===== config.mk =====
export PLATFORM = sky130hd
export DESIGN_NAME = reset_interrupt_vector_mapper
export DESIGN_NICKNAME = d
export VERILOG_FILES = /design/src/vector_map_pkg.sv /design/src/reset_interrupt_vector_mapper.sv
export SDC_FILE = /design/constraint.sdc
export NUM_CORES = 1
export LEC_CHECK = 0
export BUFFER_PORTS_ARGS = -buffer_cell sky130_fd_sc_hd__buf_4
export CAP_MARGIN = 0
export CORE_MARGIN = 8
export CORE_UTILIZATION = 50
export CTS_CLUSTER_DIAMETER = 80
export CTS_CLUSTER_SIZE = 12
export DETAILED_ROUTE_END_ITERATION = 12
export GPL_TIMING_DRIVEN = 0
export PLACE_DENSITY_LB_ADDON = 0.08
export SYNTH_ARGS = -nofsm -noshare
export SYNTH_HDL_FRONTEND = slang
export SYNTH_SLANG_ARGS = --single-unit

===== constraint.sdc =====
create_clock -name CLK -period 2.77 [get_ports CLK]
set_clock_uncertainty 0.2 [all_clocks]
set_input_delay 0.554 -clock CLK [delete_from_list [all_inputs] [get_ports CLK]]
set_output_delay 0.554 -clock CLK [all_outputs]
set_load 0.01 [all_outputs]

===== src/vector_map_pkg.sv =====
// Constants and carrier types for the reset and interrupt vector mapper.
// Assumes word-addressed program memory and one core clock for all users.
package vector_map_pkg;

   // Table shape: 32 entries, two words apart.
   localparam int NUM_VECTORS = 32;
   localparam int VEC_SPACING = 2;
   localparam int ADDR_W      = 16;
   localparam int NUM_W       = 5;
   localparam int SYNC_STAGES = 2;

   typedef logic [ADDR_W-1:0] vec_addr_t;
   typedef logic [NUM_W-1:0]  vec_num_t;

   // Reset entry and the named interrupt entries (word addresses).
   localparam vec_addr_t RESET_ADDR              = 16'h0000;
   localparam vec_addr_t STAGE_CTRL2_CAPTURE_VEC = 16'h0002;
   localparam vec_addr_t STAGE_CTRL2_CYCLE_END_VEC = 16'h0004;
   localparam vec_addr_t STAGE_CTRL1_CAPTURE_VEC = 16'h0006;
   localparam vec_addr_t STAGE_CTRL1_CYCLE_END_VEC = 16'h0008;
   localparam vec_addr_t STAGE_CTRL0_CAPTURE_VEC = 16'h000a;
   localparam vec_addr_t STAGE_CTRL0_CYCLE_END_VEC = 16'h000c;
   localparam vec_addr_t COMPARATOR0_VEC         = 16'h000e;
   localparam vec_addr_t COMPARATOR1_VEC         = 16'h0010;
   localparam vec_addr_t COMPARATOR2_VEC         = 16'h0012;
   localparam vec_addr_t EXT_REQUEST0_VEC        = 16'h0014;
   localparam vec_addr_t TIMER16_CAPTURE_VEC     = 16'h0016;
   localparam vec_addr_t TIMER16_COMPARE_A_VEC   = 16'h0018;
   localparam vec_addr_t TIMER16_COMPARE_B_VEC   = 16'h001a;
   localparam vec_addr_t SPARE_SLOT15_VEC        = 16'h001c;
   localparam vec_addr_t TIMER16_OVERFLOW_VEC    = 16'h001e;
   localparam vec_addr_t TIMER8_COMPARE_A_VEC    = 16'h0020;
   localparam vec_addr_t TIMER8_OVERFLOW_VEC     = 16'h0022;
   localparam vec_addr_t CONVERTER_DONE_VEC      = 16'h0024;
   localparam vec_addr_t EXT_REQUEST1_VEC        = 16'h0026;
   localparam vec_addr_t SERIAL_PERIPH_DONE_VEC  = 16'h0028;
   localparam vec_addr_t SERIAL_RX_DONE_VEC      = 16'h002a;
   localparam vec_addr_t SERIAL_TX_EMPTY_VEC     = 16'h002c;
   localparam vec_addr_t SERIAL_TX_DONE_VEC      = 16'h002e;
   localparam vec_addr_t EXT_REQUEST2_VEC        = 16'h0030;
   localparam vec_addr_t WATCHDOG_VEC            = 16'h0032;
   localparam vec_addr_t NV_DATA_READY_VEC       = 16'h0034;
   localparam vec_addr_t TIMER8_COMPARE_B_VEC    = 16'h0036;
   localparam vec_addr_t EXT_REQUEST3_VEC        = 16'h0038;
   localparam vec_addr_t SPARE_SLOT30_VEC        = 16'h003a;
   localparam vec_addr_t SPARE_SLOT31_VEC        = 16'h003c;
   localparam vec_addr_t SELF_PROGRAM_READY_VEC  = 16'h003e;

   // Index i holds vector number i+1.
   localparam vec_addr_t VEC_TABLE [NUM_VECTORS] = '{
      RESET_ADDR, STAGE_CTRL2_CAPTURE_VEC, STAGE_CTRL2_CYCLE_END_VEC,
      STAGE_CTRL1_CAPTURE_VEC, STAGE_CTRL1_CYCLE_END_VEC,
      STAGE_CTRL0_CAPTURE_VEC, STAGE_CTRL0_CYCLE_END_VEC,
      COMPARATOR0_VEC, COMPARATOR1_VEC, COMPARATOR2_VEC, EXT_REQUEST0_VEC,
      TIMER16_CAPTURE_VEC, TIMER16_COMPARE_A_VEC, TIMER16_COMPARE_B_VEC,
      SPARE_SLOT15_VEC, TIMER16_OVERFLOW_VEC, TIMER8_COMPARE_A_VEC,
      TIMER8_OVERFLOW_VEC, CONVERTER_DONE_VEC, EXT_REQUEST1_VEC,
      SERIAL_PERIPH_DONE_VEC, SERIAL_RX_DONE_VEC, SERIAL_TX_EMPTY_VEC,
      SERIAL_TX_DONE_VEC, EXT_REQUEST2_VEC, WATCHDOG_VEC, NV_DATA_READY_VEC,
      TIMER8_COMPARE_B_VEC, EXT_REQUEST3_VEC, SPARE_SLOT30_VEC,
      SPARE_SLOT31_VEC, SELF_PROGRAM_READY_VEC};

   // Bit 0 is the reset entry; bits 14, 29 and 30 are unassigned slots.
   localparam logic [NUM_VECTORS-1:0] IRQ_ASSIGNED = 32'h9fff_bffe;

   // Reset causes, one bit each.
   localparam int CAUSE_W = 5;
   localparam int CAUSE_PIN = 0;
   localparam int CAUSE_POWER_ON = 1;
   localparam int CAUSE_BROWN_OUT = 2;
   localparam int CAUSE_WATCHDOG = 3;
   localparam int CAUSE_EMULATOR = 4;

   // What the core is offered.
   typedef struct packed {
      logic      is_reset;
      vec_num_t  num;
      vec_addr_t addr;
   } vec_offer_t;

endpackage


===== src/reset_interrupt_vector_mapper.sv =====
// Reset and interrupt vector mapper: turns a reset cause or the best
// pending interrupt into the program word address the core fetches next.
// Assumes requests, enables and handshake come from the core clock domain;
// the fuse strap and boot section start come from pins.
// The straps must hold still while RSTN is high; no handshake guards them.
//
// How it works
// - Any reset cause offers vector one at word address 0x0000.
// - Thirty-two entries two words apart; last, self-program ready, at 0x003E.
// - Stage controllers two, one, zero: capture then cycle end, 0x0002..0x000C.
// - Comparators zero to two at 0x000E..0x0012; external request zero 0x0014.
// - Sixteen-bit timer vectors 0x0016..0x001A, overflow 0x001E; 0x001C unused.
// - Eight-bit timer compare A 0x0020, overflow 0x0022, compare B 0x0036.
// - Converter 0x0024, request one 0x0026, serial vectors 0x0028..0x002E.
// - Request two 0x0030, watchdog 0x0032, nv ready 0x0034, request three 0x0038.
// - Programmed boot fuse moves the reset entry to the boot reset address.
// - With table select set, interrupt addresses add the boot section start.
// - Fuse steers only reset placement, table select only interrupt placement.

module reset_interrupt_vector_mapper
#(
   parameter int BOOT_W = vector_map_pkg::ADDR_W
)
(
   // Clock and reset.
   input  wire logic                                 CLK,
   input  wire logic                                 RSTN,
   // Reset causes, one-cycle pulses from the reset logic.
   input  wire logic [vector_map_pkg::CAUSE_W-1:0]     RESET_CAUSE,
   // Straps from pins.
   input  wire logic                                 BOOT_RESET_FUSE,
   input  wire logic [BOOT_W-1:0]                    BOOT_START,
   // Core side controls.
   input  wire logic                                 VECTOR_TABLE_SELECT,
   input  wire logic                                 GLOBAL_IRQ_EN,
   // Peripheral requests and their enables; bit i is vector i+1.
   input  wire logic [vector_map_pkg::NUM_VECTORS-1:0] IRQ_PENDING,
   input  wire logic [vector_map_pkg::NUM_VECTORS-1:0] IRQ_ENABLE,
   // Offer to the core.
   output logic                                      VEC_VALID,
   input  wire logic                                 VEC_TAKEN,
   output vector_map_pkg::vec_offer_t                VEC_OFFER,
   // Acknowledge back to the request sources.
   output logic [vector_map_pkg::NUM_VECTORS-1:0]      IRQ_ACK,
   // Status.
   output logic [vector_map_pkg::CAUSE_W-1:0]          LAST_RESET_CAUSE
);

   typedef enum logic [1:0] {ST_SETTLE, ST_IDLE, ST_OFFER} state_t;

   // Strap synchronisers and the start-up wait.
   logic [vector_map_pkg::SYNC_STAGES-1:0]    fuse_sync_q;
   logic [BOOT_W-1:0]                         boot_meta_q;
   logic [BOOT_W-1:0]                         boot_start_q;
   logic [1:0]                                settle_q;
   logic                                      settle_done;
   logic                                      fuse_prog;
   vector_map_pkg::vec_addr_t                 boot_addr;

   // Reset bookkeeping.
   logic                                      cause_seen;
   logic                                      reset_pend_q;
   logic [vector_map_pkg::CAUSE_W-1:0]        cause_q;
   vector_map_pkg::vec_addr_t                 reset_addr;

   // Request selection and placement.
   logic [vector_map_pkg::NUM_VECTORS-1:0]    live_req;
   logic                                      pick_any;
   vector_map_pkg::vec_num_t                  pick_idx;
   vector_map_pkg::vec_addr_t                 irq_base;
   vector_map_pkg::vec_addr_t                 irq_addr;

   // Offer handshake and acknowledge.
   state_t                                    state_q;
   vector_map_pkg::vec_offer_t                offer_q;
   vector_map_pkg::vec_offer_t                offer_d;
   logic                                      start_offer;
   logic                                      replace_offer;
   logic                                      take;
   logic [vector_map_pkg::NUM_VECTORS-1:0]    ack_q;

   // Pin straps pass two flip-flops before anything reads them.
   // The boot start word is synchronised bit by bit, so it must not move while running.
   always_ff @(posedge CLK or negedge RSTN)
   begin
      if (!RSTN)
      begin
         fuse_sync_q  <= '0;
         boot_meta_q  <= '0;
         boot_start_q <= '0;
      end
      else
      begin
         fuse_sync_q  <= {fuse_sync_q[0], BOOT_RESET_FUSE};
         boot_meta_q  <= BOOT_START;
         boot_start_q <= boot_meta_q;
      end
   end

   assign fuse_prog = fuse_sync_q[vector_map_pkg::SYNC_STAGES-1];
   assign boot_addr = vector_map_pkg::ADDR_W'(boot_start_q);

   // Wait for the straps to settle so the first reset entry sees the real fuse.
   always_ff @(posedge CLK or negedge RSTN)
   begin
      if (!RSTN)
      begin
         settle_q <= '0;
      end
      else if (state_q == ST_SETTLE)
      begin
         settle_q <= settle_q + 2'h1;
      end
   end

   // The settle wait ends once both synchroniser stages hold pin values.
   assign settle_done = (settle_q == 2'(vector_map_pkg::SYNC_STAGES));

   // The core's take counts only while an offer stands; at other times the
   // input is ignored.
   assign take = (state_q == ST_OFFER) && VEC_TAKEN;

   // Any cause bit asks for the reset entry; the bits differ only in what is
   // recorded for software.
   assign cause_seen = |RESET_CAUSE;

   // A reset entry is owed after release and after every reset cause.
   // A new cause in the cycle the entry is taken keeps the flag set.
   always_ff @(posedge CLK or negedge RSTN)
   begin
      if (!RSTN)
      begin
         reset_pend_q <= 1'b1;
      end
      else if (cause_seen)
      begin
         reset_pend_q <= 1'b1;
      end
      else if (take && offer_q.is_reset)
      begin
         reset_pend_q <= 1'b0;
      end
   end

   // Remember which cause asked last, for software to inspect.
   // Only RSTN clears it, so it outlives the reset entry that it asked for.
   always_ff @(posedge CLK or negedge RSTN)
   begin
      if (!RSTN)
      begin
         cause_q <= '0;
      end
      else if (cause_seen)
      begin
         cause_q <= RESET_CAUSE;
      end
   end

   // Only enabled, assigned sources compete; spare slots never dispatch, so a
   // spare request raised by mistake simply stays pending.
   assign live_req = IRQ_PENDING & IRQ_ENABLE & vector_map_pkg::IRQ_ASSIGNED;

   // Lowest vector number wins: scan from the top so the last hit is lowest.
   // Index zero is the reset entry and is left out of the scan.
   always_comb
   begin
      pick_any = 1'b0;
      pick_idx = '0;
      for (int i = vector_map_pkg::NUM_VECTORS - 1; i > 0; i--)
      begin
         if (live_req[i])
         begin
            pick_any = 1'b1;
            pick_idx = vector_map_pkg::NUM_W'(i);
         end
      end
   end

   // Reset placement follows the fuse alone: programmed sends the core to the
   // boot section start, unprogrammed to word zero.
   assign reset_addr = fuse_prog ? boot_addr : vector_map_pkg::RESET_ADDR;

   // Interrupt placement follows the select bit alone; the table keeps its
   // two-word spacing and only its base moves.
   assign irq_base = VECTOR_TABLE_SELECT ? boot_addr : '0;
   assign irq_addr = vector_map_pkg::VEC_TABLE[pick_idx]
                     + irq_base;

   // Leave idle when a reset entry is owed, or when interrupts are globally
   // enabled and a live request waits.
   assign start_offer = (state_q == ST_IDLE)
                        && (reset_pend_q || (GLOBAL_IRQ_EN && pick_any));

   // A reset cause during an interrupt offer replaces it, since reset must
   // not wait behind a handler.
   assign replace_offer = (state_q == ST_OFFER) && !offer_q.is_reset && reset_pend_q;

   // Build the offer; reset beats any interrupt, and the offer keeps its
   // value when there is nothing new to offer.
   always_comb
   begin
      offer_d = offer_q;
      if (reset_pend_q)
      begin
         offer_d.is_reset = 1'b1;
         offer_d.num      = '0;
         offer_d.addr     = reset_addr;
      end
      else if (pick_any)
      begin
         offer_d.is_reset = 1'b0;
         offer_d.num      = pick_idx;
         offer_d.addr     = irq_addr;
      end
   end

   // Offer state machine: settle, then wait for work, then keep the offer
   // standing until the core takes it.
   always_ff @(posedge CLK or negedge RSTN)
   begin
      if (!RSTN)
      begin
         state_q <= ST_SETTLE;
      end
      else
      begin
         case (state_q)
            ST_SETTLE:
            begin
               // No offer until the fuse and boot start are trustworthy.
               if (settle_done)
               begin
                  state_q <= ST_IDLE;
               end
            end
            ST_IDLE:
            begin
               // Reset entry first, interrupts only while globally enabled.
               if (start_offer)
               begin
                  state_q <= ST_OFFER;
               end
            end
            ST_OFFER:
            begin
               // The offer stands until the core takes it.
               if (VEC_TAKEN)
               begin
                  state_q <= ST_IDLE;
               end
            end
            default:
            begin
               state_q <= ST_SETTLE;
            end
         endcase
      end
   end

   // Latch the offer on leaving idle; a reset cause during an interrupt
   // offer replaces it, since reset must not wait behind a handler.
   always_ff @(posedge CLK or negedge RSTN)
   begin
      if (!RSTN)
      begin
         offer_q <= '0;
      end
      else if (start_offer)
      begin
         offer_q <= offer_d;
      end
      else if (replace_offer)
      begin
         offer_q <= offer_d;
      end
   end

   // One-cycle acknowledge to the source whose vector was taken, so it can
   // clear its flag in hardware.
   // A reset entry is never acknowledged: no source flag stands behind it.
   always_ff @(posedge CLK or negedge RSTN)
   begin
      if (!RSTN)
      begin
         ack_q <= '0;
      end
      else
      begin
         ack_q <= '0;
         if (take && !offer_q.is_reset)
         begin
            ack_q[offer_q.num] <= 1'b1;
         end
      end
   end

   // Outputs. Valid comes from the state register and the data outputs from
   // flip-flops, so the core never sees a glitching address.
   assign VEC_VALID        = (state_q == ST_OFFER);
   assign VEC_OFFER        = offer_q;
   assign IRQ_ACK          = ack_q;
   assign LAST_RESET_CAUSE = cause_q;

endmodule // reset_interrupt_vector_mapper


=== Word-level counts from Yosys, hierarchy flattened ===
Memories as Yosys holds them, arrays and structs flattened.
Index checks and enable logic that the tools add are counted.

* Eq/ne operators: 6
* Order comparisons: 3
* Reductions and logical operators: 15
* Muxes and demuxes: 73
* Bitwise logic cells: 2
* Add/sub/neg operators: 2

{| class="wikitable"
|+ Operator list
! operator !! count
|-
| $mux W5 || 28
|-
| $mux W22 || 4
|-
| $mux W16 || 4
|-
| $and A32 B32 Y32 || 1
|-
| $mux W32 || 1
|-
| $mux W1 || 31
|-
| $add A16 B16 Y16 || 1
|-
| $logic_and A1 B1 Y1 || 8
|-
| $ge A6 B6 Y1 const B || 1
|-
| $lt A5 B6 Y1 const B || 1
|-
| $mux W2 || 3
|-
| $not A5 Y6 || 1
|-
| $pmux W2 S3 || 1
|-
| $demux W1 S5 || 1
|-
| $ge A5 B1 Y1 const B || 1
|-
| $reduce_or A5 Y1 || 1
|-
| $eq A2 B2 Y1 const B || 2
|-
| $ne A2 B2 Y1 const B || 2
|-
| $reduce_bool A2 Y1 || 2
|-
| $reduce_and A3 Y1 || 1
|-
| $add A2 B1 Y2 const B || 1
|-
| $eq A2 B1 Y1 const B || 1
|-
| $logic_not A2 Y1 || 1
|-
| $ne A2 B1 Y1 const B || 1
|-
| other kinds (2) || 2
|}

* Input bits: 91
* Logic and storage cells: 113
* Flip-flop bits (word level): 98
* Memory bits (read-only): 512
* Memories: 1
* Output and inout port bits: 60

{| class="wikitable"
|+ Memories
! name !! depth !! bits a word !! rd ports !! clocked after Yosys merged registers in !! write ports !! line !! text
|-
| (no name shown) || 32 || 16 || 1 || 0 || 0 || reset_interrupt_vector_mapper.sv:186 || <nowiki>assign irq_addr = vector_map_pkg::VEC_TABLE[pick_idx]</nowiki>
|}

=== Logic depth before layout (Yosys ltp) ===
Gate-level depths: netlist of run 1.

* Word-level depth: 38
* Gate-level depth with buffers: 15
* Depth with buffers taken out: 15

=== Worst setup path before layout of run 1 ===
OpenSTA, ideal clock, no wires.

* Path type: input-to-reg
* Start: in IRQ_PENDING[26] in the netlist's numbering
* End: reg offer_q, in the netlist VEC_OFFER[12]
* Data required time: 2493 ps
* Setup slack: -433 ps
* Buffers on the path: 0
* Data arrival time: 2926 ps
* Stages: 13
* Library setup time: 77 ps
* Cells stage by stage: a22oi_1 o21ai_0 a31oi_1 o221ai_1 a31oi_1 inv_1 ha_1 a211oi_1 o21ai_0 a21o_1 a41oi_1 o21ai_0 a21oi_1

* Word-level cells in the longest chain between the ends: 35
* Elaborated cells between the ends (all ways): 64
* Classes of those cells: add/sub: 1; mux: 56; bitwise: 2; reduce/logical: 4; memory: 1

{| class="wikitable"
|+ Ends and longest elaborated chain
! item !! line !! text
|-
| start, declared || reset_interrupt_vector_mapper.sv:37 || <nowiki>input wire logic [vector_map_pkg::NUM_VECTORS-1:0] IRQ_PENDING,</nowiki>
|-
| $and A32 B32 Y32 * || reset_interrupt_vector_mapper.sv:161 || <nowiki>assign live_req = IRQ_PENDING & IRQ_ENABLE & vector_map_pkg::IRQ_ASSIGNED;</nowiki>
|-
| $mux W5 (25 in series) || reset_interrupt_vector_mapper.sv:171 || <nowiki>if (live_req[i])</nowiki>
|-
| $not A5 Y6 (not written as such) || reset_interrupt_vector_mapper.sv:186 ||
|-
| $mem_v2 Z32 W16 || - ||
|-
| $mux W16 (not written as such) (2 in series) || reset_interrupt_vector_mapper.sv:186 ||
|-
| $add A16 B16 Y16 || reset_interrupt_vector_mapper.sv:187 || <nowiki>+ irq_base;</nowiki>
|-
| $mux W22 || reset_interrupt_vector_mapper.sv:209 || <nowiki>else if (pick_any)</nowiki>
|-
| $mux W22 || reset_interrupt_vector_mapper.sv:203 || <nowiki>if (reset_pend_q)</nowiki>
|-
| $mux W22 || reset_interrupt_vector_mapper.sv:272 || <nowiki>else if (replace_offer)</nowiki>
|-
| $mux W22 || reset_interrupt_vector_mapper.sv:268 || <nowiki>else if (start_offer)</nowiki>
|-
| end signal, assigned || reset_interrupt_vector_mapper.sv:270 || <nowiki>offer_q <= offer_d;</nowiki>
|-
| end signal, assigned || reset_interrupt_vector_mapper.sv:274 || <nowiki>offer_q <= offer_d;</nowiki>
|-
| end, declared || reset_interrupt_vector_mapper.sv:75 || <nowiki>vector_map_pkg::vec_offer_t offer_q;</nowiki>
|}

Every way passes the cells marked *; elsewhere a longest branch is shown, timed or not. The select of a mux whose other input is x is not followed.
A chain may end at the register's enable or synchronous reset.

=== Final worst setup path of run 1 ===
* Start: in IRQ_PENDING[18] in the netlist's numbering
* End: reg offer_q, in the netlist VEC_OFFER[15]

* Word-level cells in the longest chain between the ends: 27
* Elaborated cells between the ends (all ways): 48
* Classes of those cells: add/sub: 1; mux: 40; bitwise: 2; reduce/logical: 4; memory: 1

{| class="wikitable"
|+ Ends and longest elaborated chain
! item !! line
|-
| $and A32 B32 Y32 * || reset_interrupt_vector_mapper.sv:161
|-
| $mux W5 (17 in series) || reset_interrupt_vector_mapper.sv:171
|-
| $not A5 Y6 (not written as such) || reset_interrupt_vector_mapper.sv:186
|-
| $mem_v2 Z32 W16 || -
|-
| $mux W16 (not written as such) (2 in series) || reset_interrupt_vector_mapper.sv:186
|-
| $add A16 B16 Y16 || reset_interrupt_vector_mapper.sv:187
|-
| $mux W22 || reset_interrupt_vector_mapper.sv:209
|-
| $mux W22 || reset_interrupt_vector_mapper.sv:203
|-
| $mux W22 || reset_interrupt_vector_mapper.sv:272
|-
| $mux W22 || reset_interrupt_vector_mapper.sv:268
|}

Marks and branches as above.

==> results_dict.tcl, run 1 <==
set metrics [dict create \
    synth_area_um2 4245 \
    die_x_um 108.1 \
    cts_buffer_depth 2 \
    violations "negative setup slack" \
    hold_buffers 0 \
    route.detailed.drc 0 \
    p_sw_mw 1.390 \
    place_ws_ps -883.9 \
    clock_latency_ps 370 \
    initial_core_util_pct 51.67 \
    ys.flop_type "dfrtp_1" \
    rsz0062_at_grt "true" \
    crit_path_end_kind "flop" \
    ys_warn_count 0 \
    synth.area.top_cells "dfrtp_1 57%, nor2_1 5.3%, nand2_1 3.1%" \
    critPathMaxFanout 2 \
    setup_violations 11 \
    fmax_ghz 0.3272 \
    vias 3891 \
    power_density_nw_per_um2 656.2 \
    p_int_mw 2.627 \
    drive_above_1_share_pct 38.98 \
    ant_nets 0 \
    final.setup.tns_ps -1864 \
    grt_pass1_wl_mm 19.46 \
    avgSynthCellArea_um2 10.51 \
    cts-buffers-inserted 9 \
    synthArstFlopShare_pct 100.0 \
    fin_util_pct 74.49 \
    synth_seq_cells 98 \
    ioPinCount 151 \
    grt_pass1_vias 4088 \
    swShare_pct 34.60 \
    crit_type "input pin to flop" \
    p_leak_nw 2.891 \
    netlist.area_leader.share_pct 57.18 \
    core-area_um2 8217 \
    cts_tree "built" \
    synth_edf_count 0 \
    required_ps 2810 \
    syn-num-nets 502 \
    placed_cell_area_um2 5498 \
    antennaDiodeCount 0 \
    via_per_inst 5.599 \
    p_clk_share_pct 22.9 \
    peakVddDrop_v 0.0005652 \
    hpwl_mm 8.754 \
    worst_slack_ps -286.4 \
    maxSlewHeadroom_pct 19.07 \
    areaGrowthSynthToFinish_pct 44.18 \
    gp_congestion 0.9044 \
    power.total_mw 4.017 \
    hold_viol_final 0 \
    tightest_slew_ps 1214 \
    drtPass1Iterations 4 \
    p_seq_share_pct 44.0 \
    htreeDepth 3 \
    period_minus_slack_ps 3056 \
    clock_sinks 98 \
    start_kind "input pin" \
    synth-seq-area-share_pct 57.80 \
    routed_wirelength_mm 12.32 \
    grt_usage_pct 21.07 \
    layout.nets 683 \
    status "complete, but fails checks" \
    grt_start_max_net_pins 99 \
    overflow 0 \
    period_share_pct 110.3 \
    p_comb_share_pct 33.1 \
    io_buffers 142 \
    die_h_um 108.1 \
    antenna_found_initial 0 \
    yosys-top-cells-count "97 x dfrtp_1, 60 x nor2_1, 35 x nand2_1" \
    ctsRootBufferMaster "clkbuf_8" \
    ys_types 52 \
    critPathArrivalTime_ps 3100 \
    first_iter_violations 186 \
    clk_pin_slew_worst_paths_ps 110 \
    synth_most_common_cell "dfrtp_1" \
    drv_slew 0 \
    netlist_instances 404 \
    fp-row-count 33 \
    die_area_um2 11700 \
    synth_top_cell_by_area "dfrtp_1" \
    holdCritPathClass "input pin to flop" \
    final_area_um2 6121 \
    wl_per_cell_um 17.73 \
    maxCapViolCount 0 \
]
repair_timing:
action,in CTS,in global routing
pin swaps,33,28
setup buffers,22,6
setup endpoints to repair,12,13
resized for setup,25,18
per-stage QoR:
| step | hold slack [ps] | std cells |
|---|---|---|
| 6_report | 84.62 | 695 |
| 5_1_grt | 65.41 | 695 |
| 4_1_cts | 69.40 | 689 |
| 3_5_place_dp | 134.7 | 651 |
| 3_3_place_gp | 132.9 | 651 |
| 2_1_floorplan | 58.41 | 404 |
placed cells by master, fill, tap and decap left out, drive strengths merged, types with 7 or more instances in the layout:
master	instances
o21ai	26
dfrtp	97
a21oi	17
clkbuf	16
and2	12
inv	14
buf	176
a22oi	17
nor2	60
a21o	7
nand2	35
nand4	7
nand3	10
a31oi	17
critical path: stages:
cell and delay, ps:
buf_6 90, a222oi_1 340, o21ai_1 140, a31oi_2 230
o21ai_1 130, nand2_1 130, ha_4 160, inv_2 40
fa_2 370, nor2b_4 160, o2111ai_4 130, buf_4 170
a211oi_2 200, o21ai_1 100, nand2_1 80, a31oi_1 80
state kept, by name, summed over array words and instances (netlist names):
| name | count |
|---|---|
| reset_pend_q | 1 |
| settle_q | 2 |
| boot_addr | 16 |
| LAST_RESET_CAUSE | 5 |
| fuse_sync_q | 2 |
| boot_meta_q | 16 |
| state_q | 2 |
| VEC_OFFER | 22 |
| IRQ_ACK | 32 |
power groups by stage:
| stage | logic [mW] | clock network, mW | registers, mW |
|---|---|---|---|
| after floorplan | 0.609 | 0 | 1.83 |
| after global placement | 1.20 | 0 | 1.79 |
| after detailed placement | 1.23 | 0 | 1.80 |
| after CTS | 1.31 | 0.932 | 1.77 |
| after global routing | 1.46 | 0.994 | 1.80 |
| final | 1.33 | 0.919 | 1.77 |
kinds of logic (layout without fill, tap and decap cells):
group                    after synthesis  count (layout)  share of synthesized area [%]
XOR/XNOR                               3               3                         0.6190
multiplexers                           4               4                          1.179
flip-flops                            98              98                          57.80
AO/OA/AOI/OAI                        117             117                          19.04
adder cells (fa/ha/maj)                7               7                          2.240
buffers and inverters                 25             211                          2.741
AND/OR/NAND/NOR                      150             150                          16.39
layer usage:
layer  wire [um]  GRT usage (%)  vias up
li1            -              -     1821
met1        4914          24.32     1892
met2        6247          36.97      153
met3         834          4.819       25
met4         324          8.424        0
met5           0              0        -
final timing paths:
kind | from | endpoint | slack, ps | cells past startpoint
max reg2reg | boot_addr[1] | VEC_OFFER[15] | 430 | 11
max in group asynchronous | RSTN | boot_addr[9] | 1370 | 1
min | BOOT_START[1] | boot_meta_q[1] | 80 | 1
min reg2reg | boot_meta_q[4] | boot_addr[4] | 150 | 0
min in group asynchronous | RSTN | boot_addr[2] | 230 | 1
max | IRQ_PENDING[18] | VEC_OFFER[15] | -290 | 16
area by class of cell:
| cell class | instances | area, um^2 |
|---|---|---|
| Inverter | 12 | 45.04 |
| Timing Repair Buffer | 170 | 1303 |
| Clock buffer | 9 | 123.9 |
| Multi-Input combinational cell | 281 | 1912 |
| Clock inverter | 7 | 81.33 |
| Buffer | 13 | 71.32 |
| Fill cell | 584 | 2096 |
| Tap cell | 105 | 131.4 |
| Sequential cell | 98 | 2454 |
No activity file was read; power rests on OpenSTA's default activity.
==> run 2, diff against run 1 <==
TNS_END_PERCENT = 10   (was not set)
==> results_dict.tcl, run 2 (same netlist as run 1, synthesis figures left out) <==
set metrics [dict create \
    status "complete, but fails checks" \
    violations "negative setup slack" \
    timing.rr.end "VEC_OFFER[13]" \
    power_density_nw_per_um2 670.7 \
    regArea_um2 2454 \
    ant_nets 0 \
    rsz0062_at_grt "true" \
    clk_pin_slew_worst_paths_ps 100 \
    drive_above_1_share_pct 38.63 \
    cts-buffers-inserted 9 \
    hp-start "BOOT_START[13]" \
    rr_startpoint "boot_addr[1]" \
    initial_core_util_pct 51.67 \
    cts_tree "built" \
    reg2reg_depth 10 \
    whs_endpoint "boot_meta_q[13]" \
    areaGrowthSynthToFinish_pct 42.65 \
    critPathSlowestCell "fa_2" \
    clock_sinks 98 \
    fp-row-count 33 \
    hpwl_mm 8.595 \
    worst_path_most_repeated_cell "o21ai_1" \
    maxSlewHeadroom_pct 18.36 \
    critical_path_cell_count 15 \
    final_common_cell "buf_4" \
    gp_congestion 0.8907 \
    first_iter_violations 228 \
    clock_latency_ps 360 \
    grt_pass1_wl_mm 19.38 \
    maxCapViolCount 0 \
    vias 3829 \
    drv_slew 0 \
    grt_pass1_vias 3903 \
    crit_family "compound AO/OA/AOI/OAI gates" \
    route.detailed.drc 0 \
    wl_per_cell_um 17.61 \
    tightest_slew_ps 1225 \
    period_minus_slack_ps 2989 \
    p_leak_nw 2.858 \
    fin_util_pct 73.70 \
    cp_slowest_stage_delay_ps 360 \
    mostFrequentLayoutCells "160 x buf_4, 97 x dfrtp_1, 58 x nor2_1" \
    antenna_found_initial 0 \
    die_x_um 108.1 \
    grt_start_max_net_pins 99 \
    core-area_um2 8217 \
    largest_register_ffs 32 \
    worst_slack_ps -218.9 \
    overflow 0 \
    period_share_pct 107.9 \
    io_buffers 142 \
    startpoint "IRQ_PENDING[18]" \
    setup_violations 10 \
    die_h_um 108.1 \
    critPathArrivalTime_ps 3080 \
    placed_cell_area_um2 5477 \
    rrSetupSlack_ps 380 \
    required_ps 2860 \
    peakVddDrop_v 0.0006165 \
    crit_type "input pin to flop" \
    htreeDepth 3 \
    antennaDiodeCount 0 \
    final_area_um2 6056 \
    ctsRootBufferMaster "clkbuf_8" \
    cts_buffer_depth 2 \
    crit_buf_inv 2 \
    die_area_um2 11700 \
    worstHoldPathCells 1 \
    grt_usage_pct 20.75 \
    hold_viol_final 0 \
    via_per_inst 5.549 \
    holdCritPathClass "input pin to flop" \
    routed_wirelength_mm 12.15 \
    critPathMaxFanout 6 \
    nFillCells 618 \
    fmax_ghz 0.3346 \
    start_kind "input pin" \
    ioPinCount 151 \
    multi_input_area_um2 1879 \
    crit_chain "buf_6 -> a222oi_1 -> o21ai_1 -> a31oi_2 -> o21ai_1 -> nand2_1 -> ha_4 -> inv_2 -> fa_2 -> nor2b_4 -> o2111ai_2 -> nand2_2 -> nand4_1 -> or3_1 -> a41oi_2" \
    layout.nets 678 \
    crit_path_end_kind "flop" \
    drtPass1Iterations 4 \
]
run 2: report_power, final:
group / internal [mW] / leakage, nW / switching (mW)
combinational: 0.626 / 1.52 / 0.685
sequential: 1.64 / 1.23 / 0.136
clock: 0.442 / 0.107 / 0.538
total: 2.70 / 2.86 / 1.36
run 2: final cells by class:
cell class / count / share of cell area, %
clock buffers: 9 / 2.045
plain buffers: 13 / 1.178
inverters: 12 / 0.7438
repair buffers: 165 / 20.76
flip-flops and latches: 98 / 40.52
well taps: 105 / 2.169
clock inverters: 7 / 1.550
multi-input cells: 281 / 31.03
run 2: layer usage:
layer / vias to the layer above / GRT usage (%) / share of wire (%)
li1: 1816 / - / -
met1: 1877 / 24.95 / 41
met2: 121 / 35.83 / 51
met3: 15 / 5.116 / 6.5
met4: 0 / 6.343 / 1.2
met5: - / 0 / 0
run 2: worst reg2reg max path, stage by stage, from the launching register on:
cell and delay, ps:
dfrtp_1 370, and2_1 170, ha_4 150, inv_2 30, fa_2 360, nor2b_4 140, o2111ai_2 130, nand2_2 170
nand4_1 110, or3_1 340, a41oi_2 160
run 2: stage by stage:
stage	setup slack [ps]	total power [mW]	std cells	setup TNS, ps	hold slack, ps
after floorplan	-369.7	2.439	404	-2798	58.41
after global placement	-947.5	2.984	651	-9528	131.6
after detailed placement	-989.4	3.017	651	-9529	134.7
after CTS	-182.1	4.069	688	-944.9	83.75
after global routing	-393.2	4.284	690	-2973	69.54
final	-218.9	4.062	690	-1281	87.80
run 2: repair_timing:
| item | in CTS | in global routing |
|---|---|---|
| pin swaps | 36 | 8 |
| endpoints found under the setup margin | 12 | 12 |
| setup buffers | 21 | 2 |
| hold buffers | 0 | 0 |
| resized for setup | 38 | 9 |
run 2: how the worst max path moves through the flow:
| stage | end | slack, ps |
|---|---|---|
| after floorplan | VEC_OFFER[13] | -370 |
| after global placement | VEC_OFFER[6] | -950 |
| after detailed placement | VEC_OFFER[6] | -990 |
| after CTS | VEC_OFFER[13] | -180 |
| after global routing | VEC_OFFER[13] | -390 |
| final | VEC_OFFER[13] | -220 |
==> run 3, diff against run 2 <==
CORE_UTILIZATION = 51   (was 50)
CTS_BUF_LIST = sky130_fd_sc_hd__clkbuf_4 sky130_fd_sc_hd__clkbuf_8   (was not set)
==> results_dict.tcl, run 3 (same netlist as run 1, synthesis figures left out) <==
set metrics [dict create \
    status "complete, but fails checks" \
    violations "negative setup slack" \
    rrSetupSlack_ps 440 \
    cts_tree "built" \
    core-area_um2 8134 \
    antenna_found_initial 0 \
    gp_congestion 0.8484 \
    p_leak_nw 2.843 \
    via_per_inst 5.576 \
    ant_nets 0 \
    overflow 0 \
    period_share_pct 110.1 \
    grt_start_max_net_pins 99 \
    vias 3825 \
    worst_path_most_repeated_cell "buf_4" \
    mostFrequentLayoutCells "158 x buf_4, 97 x dfrtp_1, 59 x nor2_1" \
    crit_type "input pin to flop" \
    holdCritPathClass "input pin to flop" \
    peakVddDrop_v 0.0005643 \
    layout.nets 674 \
    maxCapViolCount 0 \
    hp-start "BOOT_START[0]" \
    grt_usage_pct 20.79 \
    first_iter_violations 268 \
    grt_pass1_vias 3880 \
    ctsRootBufferMaster "clkbuf_8" \
    nFillCells 602 \
    startpoint "IRQ_PENDING[17]" \
    grt_pass1_wl_mm 19.16 \
    largest_register_ffs 32 \
    htreeDepth 3 \
    crit_family "compound AO/OA/AOI/OAI gates" \
    cts-buffers-inserted 9 \
    fp-row-count 33 \
    die_x_um 107.2 \
    io_buffers 142 \
    placed_cell_area_um2 5477 \
    worst_slack_ps -278.7 \
    clock_sinks 98 \
    drive_above_1_share_pct 36.49 \
    hold_viol_final 0 \
    cp_slowest_stage_delay_ps 410 \
    fmax_ghz 0.3280 \
    die_h_um 107.2 \
    clock_latency_ps 370 \
    start_kind "input pin" \
    drtPass1Iterations 5 \
    hpwl_mm 8.577 \
    cts_buffer_depth 2 \
    crit_path_end_kind "flop" \
    wl_per_cell_um 17.10 \
    power_density_nw_per_um2 666.3 \
    power.total_mw 3.968 \
    critPathMaxFanout 5 \
    period_minus_slack_ps 3049 \
    final.setup.tns_ps -1639 \
    route.detailed.drc 0 \
    hold_buffers 0 \
    crit_buf_inv 2 \
    antennaDiodeCount 0 \
    final_area_um2 5956 \
    required_ps 2860 \
    rsz0062_at_grt "true" \
    initial_core_util_pct 52.19 \
    final_common_cell "buf_4" \
    drv_slew 0 \
    ioPinCount 151 \
    die_area_um2 11500 \
    place_ws_ps -1019 \
    critPathArrivalTime_ps 3140 \
    setup_violations 10 \
    maxSlewHeadroom_pct 20.32 \
    critPathSlowestCell "fa_2" \
    clk_pin_slew_worst_paths_ps 100 \
    areaGrowthSynthToFinish_pct 40.29 \
    rr_startpoint "boot_addr[1]" \
    crit_chain "buf_4 -> a22oi_1 -> o211ai_1 -> o221ai_2 -> a31oi_4 -> buf_4 -> fa_2 -> nor2b_4 -> o2111ai_2 -> nand2_2 -> nand4_1 -> or3_1 -> a41oi_2" \
    routed_wirelength_mm 11.73 \
    tightest_slew_ps 1195 \
    holdWs_ps 83.88 \
]
[run 3: changes by cell type in the layout (fill, tap and decap cells not counted), moves of 2 or more]
cell      change
buf_4         -2
clkinv_4      +2
o21ai_2       -2
a22oi_2       -5
o21ai_0       +2
a22oi_1       +5
buf_6         -2
[run 3: cell type report]
cell class / instances / area (um^2) / area share [%]
sequential: 98 / 2454 / 41.20
buffer: 13 / 72.57 / 1.218
inverter: 12 / 45.04 / 0.7563
clock inverter: 7 / 81.33 / 1.366
clock buffer: 9 / 123.9 / 2.080
timing repair buffer: 161 / 1220 / 20.48
multi-input combinational: 281 / 1828 / 30.69
tap: 105 / 131.4 / 2.206
[run 3: path summary, 6_finish.rpt]
| check | depth (start not counted) | endpoint |
|---|---|---|
| max | 13 | VEC_OFFER[13] |
| max reg2reg | 10 | VEC_OFFER[13] |
| max in group asynchronous | 1 | boot_addr[5] |
| min reg2reg | 0 | boot_addr[9] |
| min | 1 | boot_meta_q[0] |
| min in group asynchronous | 1 | boot_meta_q[2] |
[run 3: power by group]
part           internal, mW  switching (mW)
registers              1.63           0.127
logic                 0.617           0.675
clock network         0.359           0.556
total                  2.61            1.36
[run 3: repair_timing]
action	in CTS	in global routing
endpoints found under the setup margin	12	13
pin swaps	25	4
cloned	0	0
endpoints found under the hold margin	0	0
gates resized for setup	28	6
buffers inserted	16	3
[run 3: routing by layer]
metal  global-route usage [%]  up-vias  wire length [um]
li1                         -     1809                 -
met5                        0        -                 0
met3                    5.519       16               916
met4                    5.729        0               154
met2                    35.04      154              5868
met1                    25.67     1846              4790
[run 3: through the flow]
| stage | cells | utilization (%) |
|---|---|---|
| finish | 686 | 73.22 |
| detailed placement | 651 | 67.33 |
| floorplan | 404 | - |
| global placement | 651 | 67.33 |
| global route | 686 | 73.22 |
| CTS | 683 | 72.71 |
